==> config.mk <==
export PLATFORM = sky130hd
export DESIGN_NAME = pocl_top
export DESIGN_NICKNAME = d
export VERILOG_FILES = /design/src/common/pocl_pkg.sv /design/src/core/pocl_top.sv /design/src/core/pocl_sync.sv /design/src/core/pocl_capture.sv
export SDC_FILE = /design/constraint.sdc
export NUM_CORES = 1
export LEC_CHECK = 0
export BUFFER_PORTS_ARGS = -buffer_cell sky130_fd_sc_hd__buf_2
export CAP_MARGIN = 10
export CORE_ASPECT_RATIO = 1.25
export CORE_MARGIN = 2
export CORE_UTILIZATION = 46
export DETAILED_ROUTE_END_ITERATION = 6
export PLACE_DENSITY = 0.86
export SYNTH_ARGS = -nofsm -noshare
export SYNTH_HDL_FRONTEND = slang
export SYNTH_HIERARCHICAL = 1
export SYNTH_SLANG_ARGS = --single-unit
export TNS_END_PERCENT = 20
==> constraint.sdc <==
create_clock -name clk_i -period 1.5 [get_ports clk_i]
set_input_delay 0.375 -clock clk_i [delete_from_list [all_inputs] [get_ports clk_i]]
set_output_delay 0.375 -clock clk_i [all_outputs]
set_load 0.02 [all_outputs]
==> src/common/pocl_pkg.sv <==
/*
 * pocl_pkg: constants, states and decode helpers for the power-on strap
 * configuration latch.
 * assumes: one clock domain, registers reached over a plain strobe port.
 */
package pocl_pkg;

  // -------------------------------------------------------------------
  // strap layout
  // -------------------------------------------------------------------
  localparam int unsigned STRAP_W     = 8;
  localparam int unsigned CFG_W       = 5;
  localparam int unsigned BUS_BIT     = 4;
  localparam int unsigned BOARD_LSB   = 2;
  localparam int unsigned FB_LSB      = 0;
  localparam int unsigned SYNC_STAGES = 2;

  localparam logic [1:0] FB_VRAM     = 2'h0;
  localparam logic [1:0] FB_DRAM     = 2'h3;
  localparam logic [1:0] BOARD_MOBO  = 2'h0;
  localparam logic [1:0] BOARD_ADP1  = 2'h1;

  // -------------------------------------------------------------------
  // register port
  // -------------------------------------------------------------------
  localparam int unsigned ADDR_W = 4;
  localparam int unsigned DATA_W = 32;

  localparam logic [3:0] OFS_CONFIG  = 4'h0;
  localparam logic [3:0] OFS_STATUS  = 4'h4;
  localparam logic [3:0] OFS_CONTROL = 4'h8;

  localparam int unsigned ST_CAPTURED_BIT = 0;
  localparam int unsigned ST_FB_BAD_BIT   = 1;
  localparam int unsigned ST_MEM_ON_BIT   = 2;
  localparam int unsigned ST_HOST_ON_BIT  = 3;

  localparam int unsigned CTL_MEM_EN_BIT  = 0;
  localparam int unsigned CTL_HOST_EN_BIT = 1;
  localparam logic [1:0]  CTL_RESET       = 2'h3;

  // cycles after reset release before the synchronised strap is valid
  localparam logic [1:0] SETTLE_CYCLES = 2'(SYNC_STAGES);

  localparam logic [CFG_W-1:0] CFG_RESET = 5'h00;

  // -------------------------------------------------------------------
  // sequencer states, gray coded along the path
  // -------------------------------------------------------------------
  typedef enum logic [1:0] {
    POCL_SETTLE  = 2'h0,
    POCL_CAPTURE = 2'h1,
    POCL_RUN     = 2'h3
  } pocl_state_t;

  // codes 01 and 10 of the frame buffer field must never be strapped
  function automatic logic fb_illegal(input logic [1:0] code);
    fb_illegal = (code != FB_VRAM) && (code != FB_DRAM);
  endfunction : fb_illegal

endpackage : pocl_pkg

==> src/core/pocl_top.sv <==
/*
 * pocl_top: power-on strap configuration latch.
 * Takes the device configuration from the memory data byte as reset is
 * released, keeps host bus and memory strobes quiet until then, and
 * offers the result on outputs and over a small register port.
 * assumes: straps or a boot memory hold the data byte steady during and
 * shortly after reset; core requests arrive on clk_i.
 */
// The strobed register port and the register offsets were left to the implementer.
`timescale 1ns/1ns
module pocl_top (
  input  wire logic                        clk_i,
  input  wire logic                        resetn_i,
  input  wire logic                        clk_en_i,
  // memory data byte pins and memory strobes
  input  wire logic [pocl_pkg::STRAP_W-1:0] memory_data_byte_i,
  output logic      [pocl_pkg::STRAP_W-1:0] memory_data_byte_o,
  output logic                             memory_data_byte_oe_o,
  output logic                             mem_ras_n_o,
  output logic                             mem_oe_n_o,
  // requests from the memory controller
  input  wire logic                        mem_ras_req_i,
  input  wire logic                        mem_oe_req_i,
  input  wire logic                        mem_wr_req_i,
  input  wire logic [pocl_pkg::STRAP_W-1:0] mem_wdata_i,
  // host bus drive gate
  input  wire logic                        host_drive_req_i,
  output logic                             host_bus_oe_o,
  // decoded configuration
  output logic                             cfg_valid_o,
  output logic                             bus_is_vl_o,
  output logic      [1:0]                  board_type_o,
  output logic      [1:0]                  fb_type_o,
  output logic                             fb_type_bad_o,
  // register port
  input  wire logic [pocl_pkg::ADDR_W-1:0]  reg_addr_i,
  input  wire logic [pocl_pkg::DATA_W-1:0]  reg_wdata_i,
  input  wire logic                        reg_wr_i,
  input  wire logic                        reg_rd_i,
  output logic      [pocl_pkg::DATA_W-1:0]  reg_rdata_o
);

  // -------------------------------------------------------------------
  // declarations
  // -------------------------------------------------------------------
  logic [pocl_pkg::STRAP_W-1:0] strap_sync;
  logic [pocl_pkg::CFG_W-1:0]   cfg_q;
  logic                         cfg_ok;

  pocl_pkg::pocl_state_t state_ff;
  pocl_pkg::pocl_state_t nxt_state;

  logic [1:0] settle_ff;
  logic       load_pulse;
  logic       running;

  logic [1:0] ctl_ff;
  logic       mem_en;
  logic       host_en;

  logic [pocl_pkg::STRAP_W-1:0] mdb_out_ff;
  logic                         mdb_oe_ff;
  logic                         ras_n_ff;
  logic                         oe_n_ff;
  logic                         host_oe_ff;

  logic                         cfg_valid_ff;
  logic                         bus_vl_ff;
  logic [1:0]                   board_ff;
  logic [1:0]                   fb_ff;
  logic                         fb_bad_ff;

  logic [pocl_pkg::DATA_W-1:0]  rdata_ff;
  logic [pocl_pkg::DATA_W-1:0]  nxt_rdata;

  // -------------------------------------------------------------------
  // strap synchroniser
  // -------------------------------------------------------------------
  // the pins float to resistor levels, so they are asynchronous to clk_i
  pocl_sync #(
    .WIDTH (pocl_pkg::STRAP_W)
  ) u_sync (
    .clk_i    (clk_i),
    .resetn_i (resetn_i),
    .clk_en_i (clk_en_i),
    .async_i  (memory_data_byte_i),
    .sync_o   (strap_sync)
  );

  // -------------------------------------------------------------------
  // release sequencer
  // -------------------------------------------------------------------
  // the synchroniser is cleared by reset, so the strap is taken only
  // after its chain has refilled with pin levels
  always_ff @(posedge clk_i or negedge resetn_i) begin
    if (!resetn_i) begin
      settle_ff <= 2'h0;
    end else if (clk_en_i && state_ff == pocl_pkg::POCL_SETTLE) begin
      settle_ff <= settle_ff + 2'h1;
    end
  end

  always_comb begin
    nxt_state = state_ff;
    case (state_ff)
      pocl_pkg::POCL_SETTLE: begin
        if (settle_ff == pocl_pkg::SETTLE_CYCLES - 2'h1) begin
          nxt_state = pocl_pkg::POCL_CAPTURE;
        end
      end
      pocl_pkg::POCL_CAPTURE: begin
        nxt_state = pocl_pkg::POCL_RUN;
      end
      pocl_pkg::POCL_RUN: begin
        nxt_state = pocl_pkg::POCL_RUN;
      end
      default: begin
        nxt_state = pocl_pkg::POCL_SETTLE;
      end
    endcase
  end

  always_ff @(posedge clk_i or negedge resetn_i) begin
    if (!resetn_i) begin
      state_ff <= pocl_pkg::POCL_SETTLE;
    end else if (clk_en_i) begin
      state_ff <= nxt_state;
    end
  end

  assign load_pulse = (state_ff == pocl_pkg::POCL_CAPTURE);
  assign running    = (state_ff == pocl_pkg::POCL_RUN);

  // -------------------------------------------------------------------
  // configuration hold
  // -------------------------------------------------------------------
  // upper strap bits never reach the holding register
  pocl_capture u_capture (
    .clk_i    (clk_i),
    .resetn_i (resetn_i),
    .clk_en_i (clk_en_i),
    .load_i   (load_pulse),
    .data_i   (strap_sync[pocl_pkg::CFG_W-1:0]),
    .cfg_o    (cfg_q),
    .valid_o  (cfg_ok)
  );

  // -------------------------------------------------------------------
  // decoded outputs
  // -------------------------------------------------------------------
  // every field trails the held value by one cycle, so all of them
  // change together with the valid flag
  always_ff @(posedge clk_i or negedge resetn_i) begin
    if (!resetn_i) begin
      cfg_valid_ff <= 1'b0;
    end else if (clk_en_i) begin
      cfg_valid_ff <= cfg_ok;
    end
  end

  always_ff @(posedge clk_i or negedge resetn_i) begin
    if (!resetn_i) begin
      bus_vl_ff <= 1'b0;
    end else if (clk_en_i) begin
      bus_vl_ff <= cfg_q[pocl_pkg::BUS_BIT];
    end
  end

  always_ff @(posedge clk_i or negedge resetn_i) begin
    if (!resetn_i) begin
      board_ff <= pocl_pkg::BOARD_MOBO;
    end else if (clk_en_i) begin
      board_ff <= cfg_q[pocl_pkg::BOARD_LSB +: 2];
    end
  end

  always_ff @(posedge clk_i or negedge resetn_i) begin
    if (!resetn_i) begin
      fb_ff <= pocl_pkg::FB_VRAM;
    end else if (clk_en_i) begin
      fb_ff <= cfg_q[pocl_pkg::FB_LSB +: 2];
    end
  end

  // an illegal code is only flagged; the raw code still goes out
  always_ff @(posedge clk_i or negedge resetn_i) begin
    if (!resetn_i) begin
      fb_bad_ff <= 1'b0;
    end else if (clk_en_i) begin
      fb_bad_ff <= cfg_ok && pocl_pkg::fb_illegal(cfg_q[pocl_pkg::FB_LSB +: 2]);
    end
  end

  // -------------------------------------------------------------------
  // control register
  // -------------------------------------------------------------------
  always_ff @(posedge clk_i or negedge resetn_i) begin
    if (!resetn_i) begin
      ctl_ff <= pocl_pkg::CTL_RESET;
    end else if (clk_en_i && reg_wr_i && reg_addr_i == pocl_pkg::OFS_CONTROL) begin
      ctl_ff <= reg_wdata_i[1:0];
    end
  end

  assign mem_en  = ctl_ff[pocl_pkg::CTL_MEM_EN_BIT];
  assign host_en = ctl_ff[pocl_pkg::CTL_HOST_EN_BIT];

  // -------------------------------------------------------------------
  // memory interface gate
  // -------------------------------------------------------------------
  // the asynchronous reset forces the quiet levels at once, without
  // waiting for a clock, and they stay until the strap is held
  always_ff @(posedge clk_i or negedge resetn_i) begin
    if (!resetn_i) begin
      ras_n_ff <= 1'b1;
    end else if (clk_en_i) begin
      ras_n_ff <= !(running && mem_en && mem_ras_req_i);
    end
  end

  always_ff @(posedge clk_i or negedge resetn_i) begin
    if (!resetn_i) begin
      oe_n_ff <= 1'b1;
    end else if (clk_en_i) begin
      oe_n_ff <= !(running && mem_en && mem_oe_req_i);
    end
  end

  // a read strobe and a write drive are never given together
  always_ff @(posedge clk_i or negedge resetn_i) begin
    if (!resetn_i) begin
      mdb_oe_ff  <= 1'b0;
      mdb_out_ff <= 8'h00;
    end else if (clk_en_i) begin
      mdb_oe_ff  <= running && mem_en && mem_wr_req_i && !mem_oe_req_i;
      mdb_out_ff <= mem_wdata_i;
    end
  end

  // -------------------------------------------------------------------
  // host bus gate
  // -------------------------------------------------------------------
  always_ff @(posedge clk_i or negedge resetn_i) begin
    if (!resetn_i) begin
      host_oe_ff <= 1'b0;
    end else if (clk_en_i) begin
      host_oe_ff <= running && host_en && host_drive_req_i;
    end
  end

  // -------------------------------------------------------------------
  // register read
  // -------------------------------------------------------------------
  // unmapped offsets and reserved bits read as zero
  always_comb begin
    nxt_rdata = 32'h0000_0000;
    case (reg_addr_i)
      pocl_pkg::OFS_CONFIG: begin
        nxt_rdata[pocl_pkg::CFG_W-1:0] = cfg_q;
      end
      pocl_pkg::OFS_STATUS: begin
        nxt_rdata[pocl_pkg::ST_CAPTURED_BIT] = cfg_ok;
        nxt_rdata[pocl_pkg::ST_FB_BAD_BIT]   = fb_bad_ff;
        nxt_rdata[pocl_pkg::ST_MEM_ON_BIT]   = running && mem_en;
        nxt_rdata[pocl_pkg::ST_HOST_ON_BIT]  = running && host_en;
      end
      pocl_pkg::OFS_CONTROL: begin
        nxt_rdata[1:0] = ctl_ff;
      end
      default: begin
        nxt_rdata = 32'h0000_0000;
      end
    endcase
  end

  always_ff @(posedge clk_i or negedge resetn_i) begin
    if (!resetn_i) begin
      rdata_ff <= 32'h0000_0000;
    end else if (clk_en_i) begin
      rdata_ff <= reg_rd_i ? nxt_rdata : 32'h0000_0000;
    end
  end

  // -------------------------------------------------------------------
  // outputs
  // -------------------------------------------------------------------
  assign memory_data_byte_o    = mdb_out_ff;
  assign memory_data_byte_oe_o = mdb_oe_ff;
  assign mem_ras_n_o           = ras_n_ff;
  assign mem_oe_n_o            = oe_n_ff;
  assign host_bus_oe_o         = host_oe_ff;
  assign cfg_valid_o           = cfg_valid_ff;
  assign bus_is_vl_o           = bus_vl_ff;
  assign board_type_o          = board_ff;
  assign fb_type_o             = fb_ff;
  assign fb_type_bad_o         = fb_bad_ff;
  assign reg_rdata_o           = rdata_ff;

endmodule : pocl_top

==> src/core/pocl_sync.sv <==
/*
 * pocl_sync: multi-bit two-stage synchroniser for static pin levels.
 * assumes: the bits are quasi-static straps, so no bus coherence is needed.
 */
`timescale 1ns/1ns
module pocl_sync #(
  parameter int unsigned WIDTH = 8
) (
  input  wire logic             clk_i,
  input  wire logic             resetn_i,
  input  wire logic             clk_en_i,
  input  wire logic [WIDTH-1:0] async_i,
  output logic      [WIDTH-1:0] sync_o
);

  logic [WIDTH-1:0] meta_ff;
  logic [WIDTH-1:0] sync_ff;

  // -------------------------------------------------------------------
  // one two-flop chain per bit
  // -------------------------------------------------------------------
  for (genvar g = 0; g < WIDTH; g++) begin : g_bit
    always_ff @(posedge clk_i or negedge resetn_i) begin
      if (!resetn_i) begin
        meta_ff[g] <= 1'b0;
        sync_ff[g] <= 1'b0;
      end else if (clk_en_i) begin
        meta_ff[g] <= async_i[g];
        sync_ff[g] <= meta_ff[g];
      end
    end
  end

  assign sync_o = sync_ff;

endmodule : pocl_sync

==> src/core/pocl_capture.sv <==
/*
 * pocl_capture: holding register for the synchronised strap value.
 * assumes: load_i is a one-cycle pulse given once per reset release.
 */
`timescale 1ns/1ns
module pocl_capture (
  input  wire logic                      clk_i,
  input  wire logic                      resetn_i,
  input  wire logic                      clk_en_i,
  input  wire logic                      load_i,
  input  wire logic [pocl_pkg::CFG_W-1:0] data_i,
  output logic      [pocl_pkg::CFG_W-1:0] cfg_o,
  output logic                           valid_o
);

  logic [pocl_pkg::CFG_W-1:0] cfg_ff;
  logic                       valid_ff;

  // -------------------------------------------------------------------
  // hold
  // -------------------------------------------------------------------
  // loads once, then ignores the bus until the next reset
  always_ff @(posedge clk_i or negedge resetn_i) begin
    if (!resetn_i) begin
      cfg_ff <= pocl_pkg::CFG_RESET;
    end else if (clk_en_i && load_i && !valid_ff) begin
      cfg_ff <= data_i;
    end
  end

  always_ff @(posedge clk_i or negedge resetn_i) begin
    if (!resetn_i) begin
      valid_ff <= 1'b0;
    end else if (clk_en_i && load_i) begin
      valid_ff <= 1'b1;
    end
  end

  assign cfg_o   = cfg_ff;
  assign valid_o = valid_ff;

endmodule : pocl_capture

; After elaboration in Yosys (flattened, before gate mapping)
; Cells that the tools add are included.
[word_totals]
reg_bits = 73
output_inout_bits = 51
[op_classes]
n_mux = 6
n_addsub = 1
reduce_logical = 23
n_eq_ne = 7
[op_table]
columns = cell, n
row1 = 1-bit logical AND, 14
row2 = 2-bit one-hot mux with 2 select lines, 2
row3 = 2-bit one-hot mux with 3 select lines, 1
row4 = 5-bit 2-to-1 mux, 1
row5 = "2-bit by 1-bit equality test with 1-bit output, second input constant", 2
row6 = "4-bit by 3-bit equality test with 1-bit output, second input constant", 1
row7 = "4-bit equality test, second input constant", 1
row8 = 1-bit zero test, 4
row9 = 4-bit zero test, 1
row10 = "2-bit by 1-bit adder with 2-bit output, second input constant", 1
row11 = "2-bit equality test, second input constant", 1
row12 = 2-bit zero test, 1
row13 = 2-bit 2-to-1 mux, 1
row14 = "2-bit by 1-bit != test with 1-bit output, second input constant", 1
row15 = "2-bit != test, second input constant", 1
row16 = 2-bit AND reduction, 1
row17 = 2-bit nonzero test, 1
row18 = 2-bit OR reduction, 1
row19 = 1-bit 2-to-1 mux, 1

; Depth between registers and ports, before layout
[logic_depth]
word_depth = 4
depth_mapped = 4
mapped_depth_nobuf = 3

; By module
; The synthesis kept the hierarchy.
[by_module_without_submodules]
columns = module, cells_per_inst, n_inst, seq_area_each_um2, area_each_um2
row1 = pocl_top, 129, 1, 755.7, 1476.4
row2 = pocl_sync, 34, 1, 400.4, 649.4
row3 = pocl_capture, 13, 1, 150.1, 254.0

; Worst setup path after synthesis
; Ideal clock, no wire load.
[synth_timing]
path_type = register to register
from = register state_ff[0]
to = register u_capture.cfg_ff (netlist bit u_capture/cfg_o[0])
arrival_ps = 1092
path_stages_with_launch = 4
path_slack_ps = 283
required_ps = 1375
cell_sequence = dfrtp_1 -> nor2b_1 -> nand3b_4 -> mux2_4
[synth_between]
elab_chain_cells = 3
[synth_rtl]
columns = element, line
row1 = start: declaration, pocl_top.sv:50  ; pocl_pkg::pocl_state_t state_ff;
row2 = start signal: assignment, pocl_top.sv:125  ; state_ff <= pocl_pkg::POCL_SETTLE;
row3 = start signal: assignment, pocl_top.sv:127  ; state_ff <= nxt_state;
row4 = 2-bit by 1-bit equality test with 1-bit output, pocl_top.sv:131  ; assign load_pulse = (state_ff == pocl_pkg::POCL_CAPTURE);
row5 = named net load_pulse, pocl_top.sv:54  ; logic load_pulse;
row6 = 1-bit logical AND (2 in a row), pocl_capture.sv:26  ; end else if (clk_en_i && load_i && !valid_ff) begin
row7 = end signal: assignment, pocl_capture.sv:25  ; cfg_ff <= pocl_pkg::CFG_RESET;
row8 = end signal: assignment, pocl_capture.sv:27  ; cfg_ff <= data_i;
row9 = end: declaration, pocl_capture.sv:16  ; logic [pocl_pkg::CFG_W-1:0] cfg_ff;
; The timed path passes the listed nets, and every way through them passes these cells.
; A chain may end at the register's enable or synchronous reset.

; Final worst setup path
; Ends and elaborated chain as after synthesis.

==> flow_summary.toml <==
[cts]
cts_root_buffer = "clkbuf_8"
clock_sinks = 46
cts_resized = 0
postCtsHoldBufs = 0
cts_inserted_buffers = 5
postCtsSetupRepairBufs = 0
clkTransAtPathRegs_ns = 0.08
cts_max_level = 2
clkLatencyLatePin_ns = 0.30
clockBufferDepth = 2
cts_tree = "built"

[critical_path]
cp_slowest_cell = "dfrtp_1"
critPathMaxStageDelay_ns = 0.45
reg2regPathDepth = 3
cp.arrival_ns = 1.56
start_kind = "flop"
regToRegSetupSlack_ns = 0.12
cp.required_ns = 1.68
end_kind = "flop"
worstSetupPathType = "reg -> reg"
path_cells = "nor2b_1 -> nand3b_4 -> mux2_4"
path_max_fanout = 6
path_delay_family = "simple AND/OR/NAND/NOR gates"
worst_r2r_endpoint = "u_capture/cfg_o[0]$_DFFE_PN0P_"
path_buf_inv = 0
r2r_start = "state_ff[0]$_DFFE_PN0P_"

[route]
drc = 0
dr.pass1.iters = 4
wl_met2_um = 1870
met3_length_um = 294
drt_wl_total_um = 3720
maxUsedRoutingLayer = "met4"
drtIter0Drc = 53
via_per_inst = 4.74
ant_nets = 0
wl_per_cell_um = 13.2
num_vias = 1338
wl_met1_um = 1510

[sta]
period_share = 0.917
fmax_ghz = 0.727
tns_ns = 0
rsz0062_at_grt = "false"
finalSetupViolCount = 0
layout_min_cycle_time_ns = 1.38
skew_ns = 0.00514
hold_viol = 0
holdWs_ns = 0.00712
slew_violations = 0

[pwr]
clkPwrFrac = 0.257
p_int_w = 0.00242
comb_power_share = 0.249
swShare = 0.309
leakage_nw = 1.28
ir_worst_vdd_v = 0.000904
p_switching_w = 0.00108
p_seq_frac = 0.494
p_per_area_mw_per_mm2 = 1380

[die]
fp-row-count = 27
dieHeight_um = 80.6
io-pin-count = 112
start_util = 0.484
core_region_area_mm2 = 0.00446
die_w_um = 65.3
dieArea_mm2 = 0.00526

[global_routing]
grt_pass1_vias = 1289
track_usage = 0.154
grt_overflow = 0
grt_pass1_wl_um = 6150
grt_max_degree = 20
antenna_found_initial = 0

[placement]
port_buffers = 51
place_hpwl_um = 2940
gp_congestion = 0.747

[cells_and_area]
drive_gt1_frac = 0.415
antenna_cells = 0
syn_to_final_growth_pct = 17.0
layout.nets = 285

[synth]
syn_inst = 164
yosys_warnings = 6
syn-cell-area_mm2 = 0.00216
syn_avg_cell_area_um2 = 13.2

[hold_path]
hold_class = "in -> async"

[job]
cap_viol_max_count = 0

[outcome]
status = "finished clean"
cell type report:
type	instances	area, µm²
inverters	11	41.3
fillers	372	1930
repair buffers	59	340
clock inverters	2	37.5
multi-input cells	100	805
clock buffers	6	72.6
flip-flops and latches	46	1160
well taps	58	72.6
power groups by stage:
stage	sequential, W	clock (W)	combinational, W
3_5_place_dp	0.00175	0	0.000885
4_1_cts	0.00173	0.000922	0.000888
6_report	0.00173	0.000898	0.000871
5_1_grt	0.00176	0.000972	0.000961
3_3_place_gp	0.00172	0	0.000850
2_1_floorplan	0.00184	0	0.000520
cells in the final DEF (no fill, tap or decap), types with 4 or more instances in the layout:
master	instances
buf_2	51
buf_4	6
clkbuf_8	5
conb_1	27
dfrtp_1	42
dfstp_2	4
inv_1	11
mux2_1	13
mux2_4	16
nand2_1	4
nor2_1	4
o21ai_1	5
o22ai_1	5
layer usage:
layer	vias to the layer above	track usage
met3	7	0.0490
li1	627	-
met1	644	0.182
met2	60	0.262
met4	0	0.0500
met5	-	0
registers in the layout, summed over array words and instances, names as in the netlist:
signal,cells
memory_data_byte_oe_o,1
u_capture/cfg_o,5
u_capture/valid_o,1
bus_is_vl_o,1
u_sync/meta_ff,5
reg_rdata_o,5
mem_oe_n_o,1
u_sync/sync_o,5
memory_data_byte_o,8
host_bus_oe_o,1
board_type_o,2
state_ff,2
mem_ras_n_o,1
cfg_valid_o,1
fb_type_o,2
settle_ff,2
fb_type_bad_o,1
ctl_ff,2
worst max path at each step:
stage,start,end,depth (start not counted)
finish,state_ff[0]$_DFFE_PN0P_,u_capture/cfg_o[0]$_DFFE_PN0P_,3
global route,state_ff[0]$_DFFE_PN0P_,u_capture/cfg_o[0]$_DFFE_PN0P_,3
CTS,mem_oe_n_o$_DFFE_PN1P_,mem_oe_n_o,1
detailed placement,state_ff[0]$_DFFE_PN0P_,u_capture/cfg_o[3]$_DFFE_PN0P_,3
global placement,clk_en_i,memory_data_byte_o[7]$_DFFE_PN0P_,3
floorplan,state_ff[0]$_DFFE_PN0P_,u_capture/cfg_o[0]$_DFFE_PN0P_,3
metrics by stage:
stage                     instances  total power, W  worst slack, ns  instance area (µm²)  utilization
after detailed placement        274         0.00264            0.150                 2410        0.542
after global routing            282         0.00370           0.0412                 2520        0.566
after CTS                       282         0.00354            0.117                 2520        0.566
after floorplan                 190         0.00236            0.283                 2260            -
after global placement          274         0.00257            0.195                 2410        0.542
final                           282         0.00350            0.124                 2520        0.566
worst reg2reg max path, cell delays in order (launching register included):
cell and delay, ns:
dfrtp_1 0.45, nor2b_1 0.32, nand3b_4 0.17, mux2_4 0.33
(Power assumes the default switching activity.)
